`config.mk`:
```
export PLATFORM = sky130hd
export DESIGN_NAME = pcsia_core
export DESIGN_NICKNAME = d
export VERILOG_FILES = /design/src/logic/pcsia_pkg.sv /design/src/logic/pcsia_stack.sv /design/src/logic/pcsia_indaddr.sv /design/src/logic/pcsia_core.sv
export SDC_FILE = /design/constraint.sdc
export NUM_CORES = 1
export LEC_CHECK = 0
export ABC_AREA = 1
export BUFFER_PORTS_ARGS = -buffer_cell sky130_fd_sc_hd__buf_2
export CAP_MARGIN = 5
export CORE_MARGIN = 8
export CORE_UTILIZATION = 40
export CTS_CLUSTER_SIZE = 8
export DETAILED_ROUTE_END_ITERATION = 16
export PLACE_DENSITY = 0.71
export SYNTH_ARGS = -nofsm -noshare
export SYNTH_HDL_FRONTEND = slang
export SYNTH_SLANG_ARGS = --single-unit
```
`constraint.sdc`:
```
create_clock -name clk -period 6.56 [get_ports clk]
set_clock_uncertainty 0.2 [all_clocks]
set_input_delay 0.656 -clock clk [delete_from_list [all_inputs] [get_ports clk]]
set_output_delay 0.656 -clock clk [all_outputs]
set_load 0.1 [all_outputs]
```
`src/logic/pcsia_pkg.sv`:
```
package pcsia_pkg;

    // widths of the program counter and its sources, stack depth, and data address and location widths
    localparam int PC_W = 13;
    localparam int LOW_W = 8;
    localparam int LATCH_W = 5;
    localparam int TARGET_W = 11;
    localparam int STACK_DEPTH = 8;
    localparam int DATA_ADDR_W = 9;
    localparam int LOC_W = 7;

    // field positions inside pc_high_latch
    localparam int LATCH_PAGE_LSB = 3;

    // status register bit positions
    localparam int STATUS_IND_BANK_BIT = 7;
    localparam int STATUS_BANK_HI_BIT = 6;
    localparam int STATUS_BANK_LO_BIT = 5;

    // register byte offsets on the bus
    localparam logic [7:0] OFS_PC_LOW = 8'h00;
    localparam logic [7:0] OFS_PC_LATCH = 8'h04;
    localparam logic [7:0] OFS_FILE_PTR = 8'h08;
    localparam logic [7:0] OFS_STATUS = 8'h0C;

    // reset values
    localparam logic [PC_W-1:0] PC_RESET = 13'h0000;
    localparam logic [LATCH_W-1:0] LATCH_RESET = 5'h00;
    localparam logic [LOW_W-1:0] FILE_PTR_RESET = 8'h00;
    localparam logic [2:0] BANK_RESET = 3'h0;

    // interrupt vector and the location of the indirect data port
    localparam logic [PC_W-1:0] VECTOR_ADDR = 13'h0004;
    localparam logic [LOC_W-1:0] INDIRECT_LOC = 7'h00;
    localparam logic [LOW_W-1:0] NULL_READ = 8'h00;

    // program flow commands from the core
    typedef enum logic [2:0] {
        PCSIA_OP_NONE,
        PCSIA_OP_STEP,
        PCSIA_OP_GOTO,
        PCSIA_OP_CALL,
        PCSIA_OP_RETURN,
        PCSIA_OP_RETLIT,
        PCSIA_OP_RETINT,
        PCSIA_OP_VECTOR
    } pcsia_op_e;

    typedef struct packed {
        pcsia_op_e op;
        logic [TARGET_W-1:0] target;
    } pcsia_cmd_s;

    // data memory access requested by the core
    typedef struct packed {
        logic valid;
        logic we;
        logic [LOC_W-1:0] loc;
        logic [LOW_W-1:0] wdata;
    } pcsia_dreq_s;

endpackage : pcsia_pkg

```
`src/logic/pcsia_stack.sv`:
```
`timescale 1ns/100ps
module pcsia_stack #(
    parameter int DEPTH = 8,
    parameter int WIDTH = 13
) (
    // clock and reset
    input wire logic clk,
    input wire logic rst,
    // stack actions
    input wire logic push,
    input wire logic pop,
    input wire logic [WIDTH-1:0] push_data,
    output logic [WIDTH-1:0] top_data
);

    localparam int PW = $clog2(DEPTH);

    // wrap by natural overflow needs a power of two
    if (DEPTH < 2 || (DEPTH & (DEPTH - 1)) != 0)
    begin : g_depth_check
        $error("pcsia_stack depth must be a power of two");
    end

    logic [PW-1:0] ptr_q;
    logic [PW-1:0] ptr_d;
    logic [PW-1:0] top_idx;
    logic [WIDTH-1:0] mem_q [DEPTH];
    logic [WIDTH-1:0] mem_d [DEPTH];

    // pointer wraps silently, no overflow or underflow flag exists
    always_comb
    begin
        ptr_d = ptr_q;
        if (push)
        begin
            ptr_d = ptr_q + 1'b1;
        end
        else if (pop)
        begin
            ptr_d = ptr_q - 1'b1;
        end
    end

    always_ff @(posedge clk)
    begin
        if (rst)
        begin
            ptr_q <= '0;
        end
        else
        begin
            ptr_q <= ptr_d;
        end
    end

    // one slot per entry; a ninth push lands on the oldest slot
    for (genvar i = 0; i < DEPTH; i++)
    begin : g_entry
        always_comb
        begin
            mem_d[i] = mem_q[i];
            if (push && ptr_q == PW'(i))
            begin
                mem_d[i] = push_data;
            end
        end

        always_ff @(posedge clk)
        begin
            if (rst)
            begin
                mem_q[i] <= '0;
            end
            else
            begin
                mem_q[i] <= mem_d[i];
            end
        end
    end

    // most recent push sits just below the pointer
    assign top_idx = ptr_q - 1'b1;
    assign top_data = mem_q[top_idx];

endmodule : pcsia_stack

```
`src/logic/pcsia_indaddr.sv`:
```
`timescale 1ns/100ps
module pcsia_indaddr (
    // addressing state
    input wire logic [pcsia_pkg::LOW_W-1:0] file_ptr,
    input wire logic ind_bank,
    input wire logic bank_hi,
    input wire logic bank_lo,
    // location from the opcode
    input wire logic [pcsia_pkg::LOC_W-1:0] loc,
    // resolved address
    output logic [pcsia_pkg::DATA_ADDR_W-1:0] eff_addr,
    output logic indirect,
    output logic null_access
);

    // indirect port is mirrored in every bank, so only the low seven bits count
    always_comb
    begin
        indirect = (loc == pcsia_pkg::INDIRECT_LOC);
        null_access = indirect && (file_ptr[pcsia_pkg::LOC_W-1:0] == pcsia_pkg::INDIRECT_LOC);
        if (indirect)
        begin
            eff_addr = {ind_bank, file_ptr};
        end
        else
        begin
            eff_addr = {bank_hi, bank_lo, loc};
        end
    end

endmodule : pcsia_indaddr

```
`src/logic/pcsia_core.sv`:
```
`timescale 1ns/100ps
// Functional notes
// - program counter is thirteen bits wide.
// - low byte of the counter is program_counter_low, readable and writable.
// - counter bits 12..8 are not directly accessible; they come from pc_high_latch.
// - writing program_counter_low loads upper counter bits from pc_high_latch 4..0.
// - call and goto take the top two counter bits from pc_high_latch 4..3.
// - every reset clears the whole program counter.
// - hardware return stack holds eight thirteen-bit entries.
// - stack is outside program and data space; pointer is invisible to software.
// - call and interrupt vectoring push the counter onto the stack.
// - return, return_with_literal and return_from_interrupt pop into the counter.
// - push and pop never change pc_high_latch.
// - stack wraps; ninth push overwrites the first, tenth the second.
// - no overflow or underflow status is given.
// - indirect_data_port has no storage; access goes to file_select_pointer target.
// - reading indirect_data_port through itself returns 00h.
// - writing indirect_data_port through itself stores nothing.
// - indirect address is indirect_bank_bit above the eight-bit file_select_pointer.
module pcsia_core #(
    parameter int STACK_DEPTH = pcsia_pkg::STACK_DEPTH
) (
    // clock and reset
    input wire logic clk,
    input wire logic rst,
    // wishbone register slave
    input wire logic wb_cyc,
    input wire logic wb_stb,
    input wire logic wb_we,
    input wire logic [7:0] wb_adr,
    input wire logic [3:0] wb_sel,
    input wire logic [31:0] wb_dat_w,
    output logic [31:0] wb_dat_r,
    output logic wb_ack,
    // program flow from the core
    input wire pcsia_pkg::pcsia_cmd_s cmd,
    output logic [pcsia_pkg::PC_W-1:0] pc,
    // data access from the core
    input wire pcsia_pkg::pcsia_dreq_s dreq,
    output logic [pcsia_pkg::LOW_W-1:0] dreq_rdata,
    // data memory
    output logic [pcsia_pkg::DATA_ADDR_W-1:0] mem_addr,
    output logic mem_we,
    output logic [pcsia_pkg::LOW_W-1:0] mem_wdata,
    input wire logic [pcsia_pkg::LOW_W-1:0] mem_rdata
);

    // a deeper stack needs a power of two for its wrap
    if (STACK_DEPTH < 2)
    begin : g_depth_check
        $error("pcsia_core stack depth too small");
    end

    logic [pcsia_pkg::PC_W-1:0] pc_q;
    logic [pcsia_pkg::PC_W-1:0] pc_d;
    logic [pcsia_pkg::LATCH_W-1:0] latch_q;
    logic [pcsia_pkg::LATCH_W-1:0] latch_d;
    logic [pcsia_pkg::LOW_W-1:0] file_ptr_q;
    logic [pcsia_pkg::LOW_W-1:0] file_ptr_d;
    logic [2:0] bank_q;
    logic [2:0] bank_d;
    logic ack_q;
    logic ack_d;
    logic [31:0] rdata_q;
    logic [31:0] rdata_d;
    logic [pcsia_pkg::LOW_W-1:0] drd_q;
    logic [pcsia_pkg::LOW_W-1:0] drd_d;
    logic bus_req;
    logic bus_wr;
    logic wr_pc_low;
    logic wr_latch;
    logic wr_file_ptr;
    logic wr_status;
    logic push;
    logic pop;
    logic [pcsia_pkg::PC_W-1:0] push_data;
    logic [pcsia_pkg::PC_W-1:0] top_data;
    logic [pcsia_pkg::PC_W-1:0] pc_next_seq;
    logic [pcsia_pkg::LOW_W-1:0] status_rd;
    logic [pcsia_pkg::DATA_ADDR_W-1:0] eff_addr;
    logic ind_access;
    logic null_access;

    // a new request is taken once; ack drops the cycle after it rose
    assign bus_req = wb_cyc && wb_stb && !ack_q;
    assign bus_wr = bus_req && wb_we && wb_sel[0];

    // address decode of the write strobes
    always_comb
    begin
        wr_pc_low = 1'b0;
        wr_latch = 1'b0;
        wr_file_ptr = 1'b0;
        wr_status = 1'b0;
        if (!bus_wr)
        begin
            wr_pc_low = 1'b0;
        end
        else if (wb_adr == pcsia_pkg::OFS_PC_LOW)
        begin
            wr_pc_low = 1'b1;
        end
        else if (wb_adr == pcsia_pkg::OFS_PC_LATCH)
        begin
            wr_latch = 1'b1;
        end
        else if (wb_adr == pcsia_pkg::OFS_FILE_PTR)
        begin
            wr_file_ptr = 1'b1;
        end
        else if (wb_adr == pcsia_pkg::OFS_STATUS)
        begin
            wr_status = 1'b1;
        end
    end

    // status view of the bank bits, other bits read zero
    always_comb
    begin
        status_rd = '0;
        status_rd[pcsia_pkg::STATUS_IND_BANK_BIT] = bank_q[2];
        status_rd[pcsia_pkg::STATUS_BANK_HI_BIT] = bank_q[1];
        status_rd[pcsia_pkg::STATUS_BANK_LO_BIT] = bank_q[0];
    end

    // bus answer; unmapped offsets ack with zero data and drop writes
    always_comb
    begin
        ack_d = bus_req;
        rdata_d = rdata_q;
        if (!bus_req)
        begin
            rdata_d = rdata_q;
        end
        else if (wb_adr == pcsia_pkg::OFS_PC_LOW)
        begin
            rdata_d = {24'h00_0000, pc_q[pcsia_pkg::LOW_W-1:0]};
        end
        else if (wb_adr == pcsia_pkg::OFS_PC_LATCH)
        begin
            rdata_d = {27'h000_0000, latch_q};
        end
        else if (wb_adr == pcsia_pkg::OFS_FILE_PTR)
        begin
            rdata_d = {24'h00_0000, file_ptr_q};
        end
        else if (wb_adr == pcsia_pkg::OFS_STATUS)
        begin
            rdata_d = {24'h00_0000, status_rd};
        end
        else
        begin
            rdata_d = 32'h0000_0000;
        end
    end

    always_ff @(posedge clk)
    begin
        if (rst)
        begin
            ack_q <= 1'b0;
            rdata_q <= 32'h0000_0000;
        end
        else
        begin
            ack_q <= ack_d;
            rdata_q <= rdata_d;
        end
    end

    assign wb_ack = ack_q;
    assign wb_dat_r = rdata_q;

    // software-visible addressing and latch state
    always_comb
    begin
        latch_d = latch_q;
        file_ptr_d = file_ptr_q;
        bank_d = bank_q;
        if (wr_latch)
        begin
            latch_d = wb_dat_w[pcsia_pkg::LATCH_W-1:0];
        end
        if (wr_file_ptr)
        begin
            file_ptr_d = wb_dat_w[pcsia_pkg::LOW_W-1:0];
        end
        if (wr_status)
        begin
            // only the three bank bits are stored; reserved bits are dropped and read back as zero
            bank_d = {wb_dat_w[pcsia_pkg::STATUS_IND_BANK_BIT],
                      wb_dat_w[pcsia_pkg::STATUS_BANK_HI_BIT],
                      wb_dat_w[pcsia_pkg::STATUS_BANK_LO_BIT]};
        end
    end

    always_ff @(posedge clk)
    begin
        if (rst)
        begin
            latch_q <= pcsia_pkg::LATCH_RESET;
            file_ptr_q <= pcsia_pkg::FILE_PTR_RESET;
            bank_q <= pcsia_pkg::BANK_RESET;
        end
        else
        begin
            latch_q <= latch_d;
            file_ptr_q <= file_ptr_d;
            bank_q <= bank_d;
        end
    end

    assign pc_next_seq = pc_q + 1'b1;

    // program flow: branch commands win over a low-byte write, which wins over a step
    always_comb
    begin
        pc_d = pc_q;
        push = 1'b0;
        pop = 1'b0;
        push_data = pc_next_seq;
        case (cmd.op)
            pcsia_pkg::PCSIA_OP_GOTO:
            begin
                pc_d = {latch_q[pcsia_pkg::LATCH_W-1:pcsia_pkg::LATCH_PAGE_LSB],
                        cmd.target};
            end
            pcsia_pkg::PCSIA_OP_CALL:
            begin
                push = 1'b1;
                push_data = pc_next_seq;
                pc_d = {latch_q[pcsia_pkg::LATCH_W-1:pcsia_pkg::LATCH_PAGE_LSB],
                        cmd.target};
            end
            pcsia_pkg::PCSIA_OP_VECTOR:
            begin
                // the interrupted instruction has not run, so its own address returns
                push = 1'b1;
                push_data = pc_q;
                pc_d = pcsia_pkg::VECTOR_ADDR;
            end
            pcsia_pkg::PCSIA_OP_RETURN,
            pcsia_pkg::PCSIA_OP_RETLIT,
            pcsia_pkg::PCSIA_OP_RETINT:
            begin
                pop = 1'b1;
                pc_d = top_data;
            end
            pcsia_pkg::PCSIA_OP_STEP:
            begin
                pc_d = pc_next_seq;
                if (wr_pc_low)
                begin
                    pc_d = {latch_q, wb_dat_w[pcsia_pkg::LOW_W-1:0]};
                end
            end
            default:
            begin
                if (wr_pc_low)
                begin
                    pc_d = {latch_q, wb_dat_w[pcsia_pkg::LOW_W-1:0]};
                end
            end
        endcase
    end

    always_ff @(posedge clk)
    begin
        if (rst)
        begin
            pc_q <= pcsia_pkg::PC_RESET;
        end
        else
        begin
            pc_q <= pc_d;
        end
    end

    assign pc = pc_q;

    // stack pointer has no bus path at all
    pcsia_stack #(
        .DEPTH(STACK_DEPTH),
        .WIDTH(pcsia_pkg::PC_W)
    ) u_stack (
        .clk(clk),
        .rst(rst),
        .push(push),
        .pop(pop),
        .push_data(push_data),
        .top_data(top_data)
    );

    pcsia_indaddr u_indaddr (
        .file_ptr(file_ptr_q),
        .ind_bank(bank_q[2]),
        .bank_hi(bank_q[1]),
        .bank_lo(bank_q[0]),
        .loc(dreq.loc),
        .eff_addr(eff_addr),
        .indirect(ind_access),
        .null_access(null_access)
    );

    // memory side is a direct path; read data is captured for the core
    assign mem_addr = eff_addr;
    assign mem_wdata = dreq.wdata;
    assign mem_we = dreq.valid && dreq.we && !null_access;

    always_comb
    begin
        drd_d = drd_q;
        if (dreq.valid && !dreq.we)
        begin
            drd_d = null_access ? pcsia_pkg::NULL_READ : mem_rdata;
        end
    end

    always_ff @(posedge clk)
    begin
        if (rst)
        begin
            drd_q <= 8'h00;
        end
        else
        begin
            drd_q <= drd_d;
        end
    end

    assign dreq_rdata = drd_q;

endmodule : pcsia_core

```
==> flow_summary.ini, run 1 <==
[synth]
ys_ff_latch = 153
yosysSeqAreaShare_pct = 50.0
synth_top_flop_cell = edfxtp_1
syn_area_sq_um = 8200
synthTopCellsByCount = nor2_1, nand2_1, edfxtp_1, o21ai_0, inv_1
yosysMostFrequentCell = nor2_1
synth_top_area_cell = edfxtp_1
synthTopCellsByArea = edfxtp_1, dfxtp_1, nor2_1, nand2_1, o21ai_0
syn_inst = 995
synth_edf_count = 104
syn_avg_cell_area_sq_um = 8.24
yosys.area.top_type_share_pct = 38.1
synth_cell_type_count = 44
synth_warnings = 0
ys_async_sr_fraction_pct = 0

[global_route]
grt_pass1_vias = 6660
antenna_found_initial = 0
grt_pass1_wl_um = 34500
grtUsageTotal_pct = 16.9
grt_max_degree = 57
grt-ovfl-total = 0

[placement]
place_ws_ns = 3.46
dpl.hpwl_um = 14800
gp_congestion = 0.850
port_buffers = 92

[sta]
fin_crit_ns = 3.06
setup_tns_ns = 0
fmax_mhz = 327
fin_ws_ns = 3.50
finalSetupViolCount = 0
fin_crit_sh_pct = 46.6
hold_viol_final = 0
rsz0062_at_grt = false
max-slew-margin-rel_pct = 29.9
worst_pin_slew_ns = 1.05
report.final.slew_viol_count = 0

[clock_tree]
cts_made_buffers = 17
path_clk_slew_ns = 0.06
clk_latency_ns = 0.43
clk_path_buf_depth = 2
cts.htree.levels = 4
cts_resized = 0
cts_tree = yes
hold_buffers = 0
cts_root_buffer = clkbuf_16
cts_setup_buffers = 0
cts.sinks = 153

[drt]
wl_um = 21800
vias = 6895
post_drt_wl_per_cell_um = 16.2
drc = 0
ant_nets = 0
vias_per_cell = 5.13
drtIter0Drc = 657
first_pass_iters = 5

[die]
dieArea_sq_um = 25300
core_sq_um = 20200
fp.dieW_um = 159
ioPinCount = 160
num_rows = 52
start_util_pct = 40.7
die_y_um = 159

[layout]
fill_cells = 1981
syn2layout_area_growth_pct = 13.4
diodes = 0
fin_nets = 1156
multi_input_area_sq_um = 3460
final_layout_size_suffix_gt1_share_pct = 17.4
regArea_sq_um = 4110

[critical_path]
cp-end-kind = flip-flop
critPathMaxFanout = 56
cp.required_ns = 6.66
worst-setup-path-type = reg -> reg
cp-start-kind = flip-flop
crit_arrival_ns = 3.16

[power_and_ir_drop]
p_leak_nw = 3.81
p_per_area_nw_per_um2 = 291
finalPower_w = 0.00270
ir_drop_mv = 0.193

[min_path]
hp-class = in -> reg

[flow_run]
cap_violations = 0

[outcome]
outcome = finished clean
[cell usage in the layout, fill, tap and decap left out, types with 8 or more instances in the layout]
cell type / netlist / layout
nor2_1: 213 / 213
nand2_1: 177 / 177
nand2_2: 9 / 9
clkbuf_16: 0 / 17
ha_1: 8 / 8
nand4_1: 14 / 14
buf_2: 26 / 92
conb_1: 1 / 24
a21oi_1: 54 / 54
edfxtp_1: 104 / 104
o21bai_1: 8 / 8
a31oi_1: 8 / 8
nand3_1: 43 / 43
o21ai_0: 103 / 99
o21ai_1: 8 / 12
inv_1: 57 / 57
buf_4: 37 / 11
dfxtp_1: 49 / 48
[area by class of cell]
class / count / area share (%)
Clock buffer: 18 / 4.61
Timing Repair Buffer: 103 / 5.84
Sequential cell: 153 / 44.1
Multi-Input combinational cell: 720 / 37.2
Clock inverter: 14 / 1.91
Tap cell: 270 / 3.63
Inverter: 65 / 2.62
[cell families after synthesis]
logic type,count (synthesis),share of synthesized area [%]
AOI/OAI and AO/OA,202,14.0
xor gates and xnor gates,3,0.641
adders and majority gates,8,1.22
buffers and inverters,145,8.91
DFF,153,50.0
muxes,1,0.122
other,1,0.0457
and+or+nand+nor,482,25.0
[registers in the layout, summed over array words and instances (netlist names), 3 cells and up]
| register | cells |
|---|---|
| latch_q | 5 |
| pc | 13 |
| wb_dat_r | 8 |
| dreq_rdata | 8 |
| u_stack.ptr_q | 3 |
| bank_q | 3 |
| file_ptr_q | 8 |
| u_stack.mem_q | 104 |
[power by group]
| group | internal, W | switching, W |
|---|---|---|
| Combinational | 0.000122 | 0.000454 |
| Sequential | 0.00108 | 0.0000368 |
| Clock | 0.000631 | 0.000384 |
[final timing paths]
| check | slack, ns | cells after the start | start | end |
|---|---|---|---|---|
| setup / recovery | 3.50 | 14 | u_stack.ptr_q[0] | pc[7] |
| hold / removal | 0.27 | 3 | mem_rdata[7] | dreq_rdata[7] |
| setup reg to reg | 3.50 | 14 | u_stack.ptr_q[0] | pc[7] |
| hold reg to reg | 0.31 | 2 | file_ptr_q[7] | wb_dat_r[7] |
[metrics by stage]
stage                     hold slack [ns]  cells  utilization [%]  instance area [sq um]
after floorplan                     0.258   1018                -                   8290
after global placement              0.296   1311             43.1                   8690
after detailed placement            0.300   1311             43.1                   8690
after CTS                           0.251   1343             46.1                   9300
after global routing                0.272   1343             46.1                   9300
final                               0.272   1343             46.1                   9300
[per-layer routing]
metal / routed length [um] / track usage [%]
met4: 287 / 5.23
met2: 10200 / 27.4
met1: 9750 / 21.8
met3: 1560 / 4.50
met5: 0 / 0
[worst max-delay path, stage by stage (launching register included)]
cell	delay, ns
dfxtp_2	0.32
inv_2	0.03
buf_4	0.46
ha_1	0.34
buf_4	0.25
inv_2	0.46
nor2_1	0.11
o21ai_1	0.09
o21ai_0	0.09
nand2_1	0.06
nand2_1	0.05
nor2_1	0.23
nand2_1	0.10
nand2_1	0.06
a21oi_1	0.06
No activity file was read; power rests on OpenSTA's default activity.
==> run 2, diff against run 1 <==
==> constraint.sdc (replaced) <==
create_clock -name clk -period 3.1 [get_ports clk]
set_clock_uncertainty 0.2 [all_clocks]
set_input_delay 0.31 -clock clk [delete_from_list [all_inputs] [get_ports clk]]
set_output_delay 0.31 -clock clk [all_outputs]
set_load 0.1 [all_outputs]
==> run 2 against run 1 <==
Compared with the run above:
- combinational power up 120%
- power grew 110%
- clock power increased by 100%
- hold slack got worse by 0.27 ns
- routed wire length is 1.2% higher
- utilization up 0.77 points
- worst setup slack got worse by 2.8 ns
- largest power group unchanged
- register-to-register slack got worse by 2.8 ns
- sequential share of layout area is 0.72 points lower
- critical endpoint is now u_stack.mem_q[7][6]
- die area is the same
- critical path depth decreased by 9
==> flow_summary.ini, run 2 (synthesis gave the netlist of run 1 again) <==
[clock_tree]
cts_made_buffers = 17
cts_root_buffer = clkbuf_16
cts.htree.levels = 4
clk_latency_ns = 0.43
path_clk_slew_ns = 0.06
cts_tree = yes
clk_path_buf_depth = 2
cts.sinks = 153

[critical_path]
path_buf_inv = 1
cp-end-kind = flip-flop
ff2ff_path_depth = 5
crit_family = simple AND/OR/NAND/NOR gates
critPathMaxFanout = 55
critPathMaxStageDelay_ns = 0.51
crit_cells = 5
cp.required_ns = 2.96
worst-setup-path-type = reg -> reg
path_cells = buf_4 > ha_1 > ha_1 > nand2_1 > nand2_1
reg2reg_from = u_stack.ptr_q[0]
cp-start-kind = flip-flop
crit_arrival_ns = 2.30
startpoint = u_stack.ptr_q[0]
cp_slowest_cell = nand2_1

[sta]
fin_crit_sh_pct = 78.5
max-slew-margin-rel_pct = 45.3
fmax_mhz = 411
fin_crit_ns = 2.43
fin_ws_ns = 0.665
finalSetupViolCount = 0
report.final.slew_viol_count = 0
hold_viol_final = 0
setup_tns_ns = 0
rsz0062_at_grt = false
worst_pin_slew_ns = 0.818

[die]
die_y_um = 159
core_sq_um = 20200
start_util_pct = 40.7
fp.dieW_um = 159
num_rows = 52
ioPinCount = 160
dieArea_sq_um = 25300

[placement]
placed_cells = 1317
port_buffers = 92
place_ws_ns = 0.628
gp_congestion = 0.861
dpl.hpwl_um = 15200

[global_route]
grt_max_degree = 56
grtUsageTotal_pct = 17.2
grt_pass1_wl_um = 34900
antenna_found_initial = 0
grt_pass1_vias = 6693
grt-ovfl-total = 0

[layout]
fin_nets = 1173
layout_commonest_cell = nor2_1
largest_register = u_stack.mem_q
largest_reg_flops = 104
mostFrequentLayoutCells = nor2_1, nand2_1, edfxtp_1, o21ai_0, buf_2
final_layout_size_suffix_gt1_share_pct = 17.8
final_core_util_pct = 46.9
syn2layout_area_growth_pct = 15.3
diodes = 0
instances_no_fill = 1360

[drt]
first_pass_iters = 5
drtIter0Drc = 676
ant_nets = 0
vias_per_cell = 5.21
vias = 7081
wl_um = 22000
post_drt_wl_per_cell_um = 16.2
drc = 0

[power_and_ir_drop]
p_leak_nw = 3.90
p_per_area_nw_per_um2 = 601
ir_drop_mv = 0.435

[flow_run]
cap_violations = 0

[outcome]
outcome = finished clean

[min_path]
worstHoldPathCells = 3
hp-class = in -> reg
min-delay-start = wb_dat_w[1]
-- run 2: cell count changes in the layout (fill, tap and decap cells not counted), moves of 2 or more --
cell and delta:
buf_4 +5, bufinv_16 -3, clkbuf_16 +2, clkbuf_8 +2
clkinv_1 -2, dlygate4sd3_1 +11, inv_4 +2
-- run 2: metrics by stage --
| stage | hold WS (ns) | instance area [sq um] | total power (W) |
|---|---|---|---|
| final | 0.00247 | 9460 | 0.00568 |
| after global routing | 0.0199 | 9460 | 0.00588 |
| after CTS | 0.00144 | 9460 | 0.00568 |
| after detailed placement | 0.298 | 8750 | 0.00362 |
| after global placement | 0.291 | 8750 | 0.00361 |
| after floorplan | 0.179 | 8290 | 0.00340 |
-- run 2: what timing repair did --
action,4_1_cts,5_1_grt
hold buffers,11,0
gates resized for setup,0,0
hold endpoints to repair,14,0
buffers inserted,0,0
-- run 2: tightest hold or removal path, cell delays in order --
cell     delay [ns]
buf_2          0.08
inv_1          0.08
a21oi_1        0.13
-- run 2: power by group --
group | switching (W) | leakage, nW | internal, W
combinational | 0.000963 | 2.12 | 0.000275
clock | 0.000837 | 0.299 | 0.00125
sequential | 0.0000794 | 1.48 | 0.00228
total | 0.00188 | 3.90 | 0.00380
-- run 2: worst paths after layout --
kind	to	slack [ns]
worst min-delay path	file_ptr_q[1]	0.002
worst min register to register	wb_dat_r[7]	0.31
worst max register to register	u_stack.mem_q[7][6]	0.67
worst max-delay path	u_stack.mem_q[7][6]	0.67
-- run 2: routing by layer --
| layer | part of all wire, % | vias up | global-route usage [%] |
|---|---|---|---|
| met5 | 0 | - | 0 |
| met4 | 2.2 | 0 | 6.86 |
| met3 | 8.1 | 37 | 4.14 |
| met2 | 47 | 314 | 27.3 |
| met1 | 43 | 3305 | 22.1 |
| li1 | - | 3425 | - |
-- run 2: cell type report --
type,instances,area (sq um)
clock buffer,23,510
tap,270,338
inverter,65,244
clock inverter,9,83.8
timing repair buffer,120,711
fill,1900,10700
sequential,153,4110
multi-input combinational,720,3460
==> run 3, diff against run 2 <==
==> constraint.sdc (replaced) <==
create_clock -name clk -period 2.35 [get_ports clk]
set_clock_uncertainty 0.2 [all_clocks]
set_input_delay 0.235 -clock clk [delete_from_list [all_inputs] [get_ports clk]]
set_output_delay 0.235 -clock clk [all_outputs]
set_load 0.1 [all_outputs]
==> run 3 against run 2 <==
Compared with the run above:
- first-iteration DRC count decreased by 0.30%
- combinational power increased by 36%
- clock-buffer cell count unchanged
- cell area increased by 2.8%
- global-route usage increased by 0.65 points
- critical path depth increased by 6
- final cell count increased by 1.8%
- clock power increased by 29%
- via count increased by 0.37%
- non-clock buffer count increased by 24
- sequential power increased by 32%
==> flow_summary.ini, run 3 (synthesis gave the netlist of run 1 again) <==
[clock_tree]
cts.sinks = 153
clk_latency_ns = 0.43
cts_made_buffers = 17
clk_path_buf_depth = 2
cts_tree = yes
path_clk_slew_ns = 0.06
cts_root_buffer = clkbuf_16
cts.htree.levels = 4

[die]
fp.dieW_um = 159
die_y_um = 159
dieArea_sq_um = 25300
num_rows = 52
core_sq_um = 20200
ioPinCount = 160
start_util_pct = 40.7

[sta]
rsz0062_at_grt = false
max-slew-margin-rel_pct = 46.9
fin_crit_sh_pct = 91.9
fin_ws_ns = 0.190
finalSetupViolCount = 0
worst_pin_slew_ns = 0.794
fin_crit_ns = 2.16
fmax_mhz = 463
report.final.slew_viol_count = 0
hold_viol_final = 0

[power_and_ir_drop]
p_switching_w = 0.00248
switching_share_pct = 33.1
clkPwrFrac_pct = 35.9
pwr-share-seq_pct = 41.5
p_comb_share_pct = 22.6
p_per_area_nw_per_um2 = 771
internal-power_w = 0.00502
p_leak_nw = 4.03
ir_drop_mv = 0.559

[critical_path]
path_cells = inv_1 > ha_1 > xnor2_4 > nand2_1 > inv_4 > nand2_1 > nor2_1 > nor2_1 > nand2_1 > nand2_1 > a21oi_1
cp.required_ns = 2.50
crit_cells = 11
cp-start-kind = flip-flop
ff2ff_path_depth = 11
worst-setup-path-type = reg -> reg
startpoint = u_stack.ptr_q[1]
crit_family = simple AND/OR/NAND/NOR gates
cp_common_cell = nand2_1
critPathMaxFanout = 8
cp-end-kind = flip-flop
crit_arrival_ns = 2.31
critPathMaxStageDelay_ns = 0.35
cp_slowest_cell = dfxtp_2
path_buf_inv = 2
reg2reg_from = u_stack.ptr_q[1]

[global_route]
antenna_found_initial = 0
use_met1_pct = 21.9
grt-ovfl-total = 0
top_usage_layer = met2
grtUsageTotal_pct = 17.8
grt_pass1_wl_um = 36400
use_met2_pct = 29.3
grt_max_degree = 44
grtUsageMet3_pct = 4.73
grt_pass1_vias = 7184

[placement]
place_ws_ns = 0.160
placed_cells = 1334
port_buffers = 92
dpl.hpwl_um = 15600
gp_congestion = 0.859

[drt]
wl_um = 22300
drtIter0Drc = 674
ant_nets = 0
vias_per_cell = 5.14
drc = 0
first_pass_iters = 5
post_drt_wl_per_cell_um = 16.1
vias = 7107

[layout]
syn2layout_area_growth_pct = 18.6
fin_nets = 1197
diodes = 0
largest_reg_flops = 104
final_layout_size_suffix_gt1_share_pct = 20.4
mostFrequentLayoutCells = nor2_1, nand2_1, edfxtp_1, o21ai_0, buf_2
instances_no_fill = 1384
layout_commonest_cell = nor2_1
largest_register = u_stack.mem_q

[flow_run]
cap_violations = 0

[min_path]
min-delay-start = cmd[13]
hp-class = in -> reg
worstHoldPathCells = 4

[outcome]
outcome = finished clean
-- run 3: cell count changes in the layout (fill, tap and decap cells not counted), moves of 2 or more --
cell / before / now
dfxtp_1: 48 / 37
dfxtp_2: 1 / 11
nor2_1: 213 / 210
clkbuf_2: 0 / 3
clkbuf_1: 2 / 0
dlygate4sd3_1: 11 / 18
buf_4: 16 / 28
buf_12: 1 / 6
nor2_2: 7 / 10
-- run 3: final cells by class --
type                            instances  area [sq um]
Sequential cell                       153          4120
Timing Repair Buffer                  144           971
Clock buffer                           23           493
Fill cell                            1899         10400
Multi-Input combinational cell        720          3470
Tap cell                              270           338
Clock inverter                          9          83.8
Inverter                               65           246
-- run 3: worst min-delay path, delay by kind of cell --
kind,cells,cell delay [ns]
simple gates,2,0.18
compound gates,1,0.06
buf+inv,1,0.17
-- run 3: through the flow --
| step | hold slack (ns) | instance area, sq um | setup TNS (ns) | power [W] | util (%) |
|---|---|---|---|---|---|
| 6_report | 0.0579 | 9730 | 0 | 0.00750 | 48.2 |
| 5_1_grt | 0.0950 | 9730 | 0 | 0.00779 | 48.2 |
| 4_1_cts | 0.0447 | 9710 | 0 | 0.00751 | 48.2 |
| 3_5_place_dp | 0.271 | 8960 | 0 | 0.00482 | 44.4 |
| 3_3_place_gp | 0.271 | 8960 | 0 | 0.00480 | 44.4 |
| 2_1_floorplan | 0.0967 | 8310 | -1.96 | 0.00449 | - |
-- run 3: power groups by stage --
stage	clock [W]	combinational [W]	sequential, W
finish	0.00269	0.00169	0.00311
global route	0.00282	0.00184	0.00313
floorplan	0	0.00104	0.00345
detailed placement	0	0.00166	0.00317
global placement	0	0.00164	0.00316
CTS	0.00272	0.00169	0.00311
-- run 3: path summary, 6_finish.rpt --
check | slack [ns] | endpoint
setup / recovery | 0.19 | pc[0]
hold / removal | 0.06 | u_stack.ptr_q[2]
setup reg to reg | 0.19 | pc[0]
hold reg to reg | 0.30 | wb_dat_r[6]
-- run 3: timing repair --
| action | CTS | global route |
|---|---|---|
| endpoints found under the setup margin | 0 | 7 |
| hold endpoints to repair | 29 | 0 |
| gates resized for setup | 0 | 5 |
| hold buffers | 18 | 0 |
| buffers inserted | 0 | 0 |
-- run 3: routing by layer --
layer	wire length, um	part of all wire (%)
met1	9520	43
met2	10600	48
met3	1590	7.1
met4	566	2.5
met5	0	0
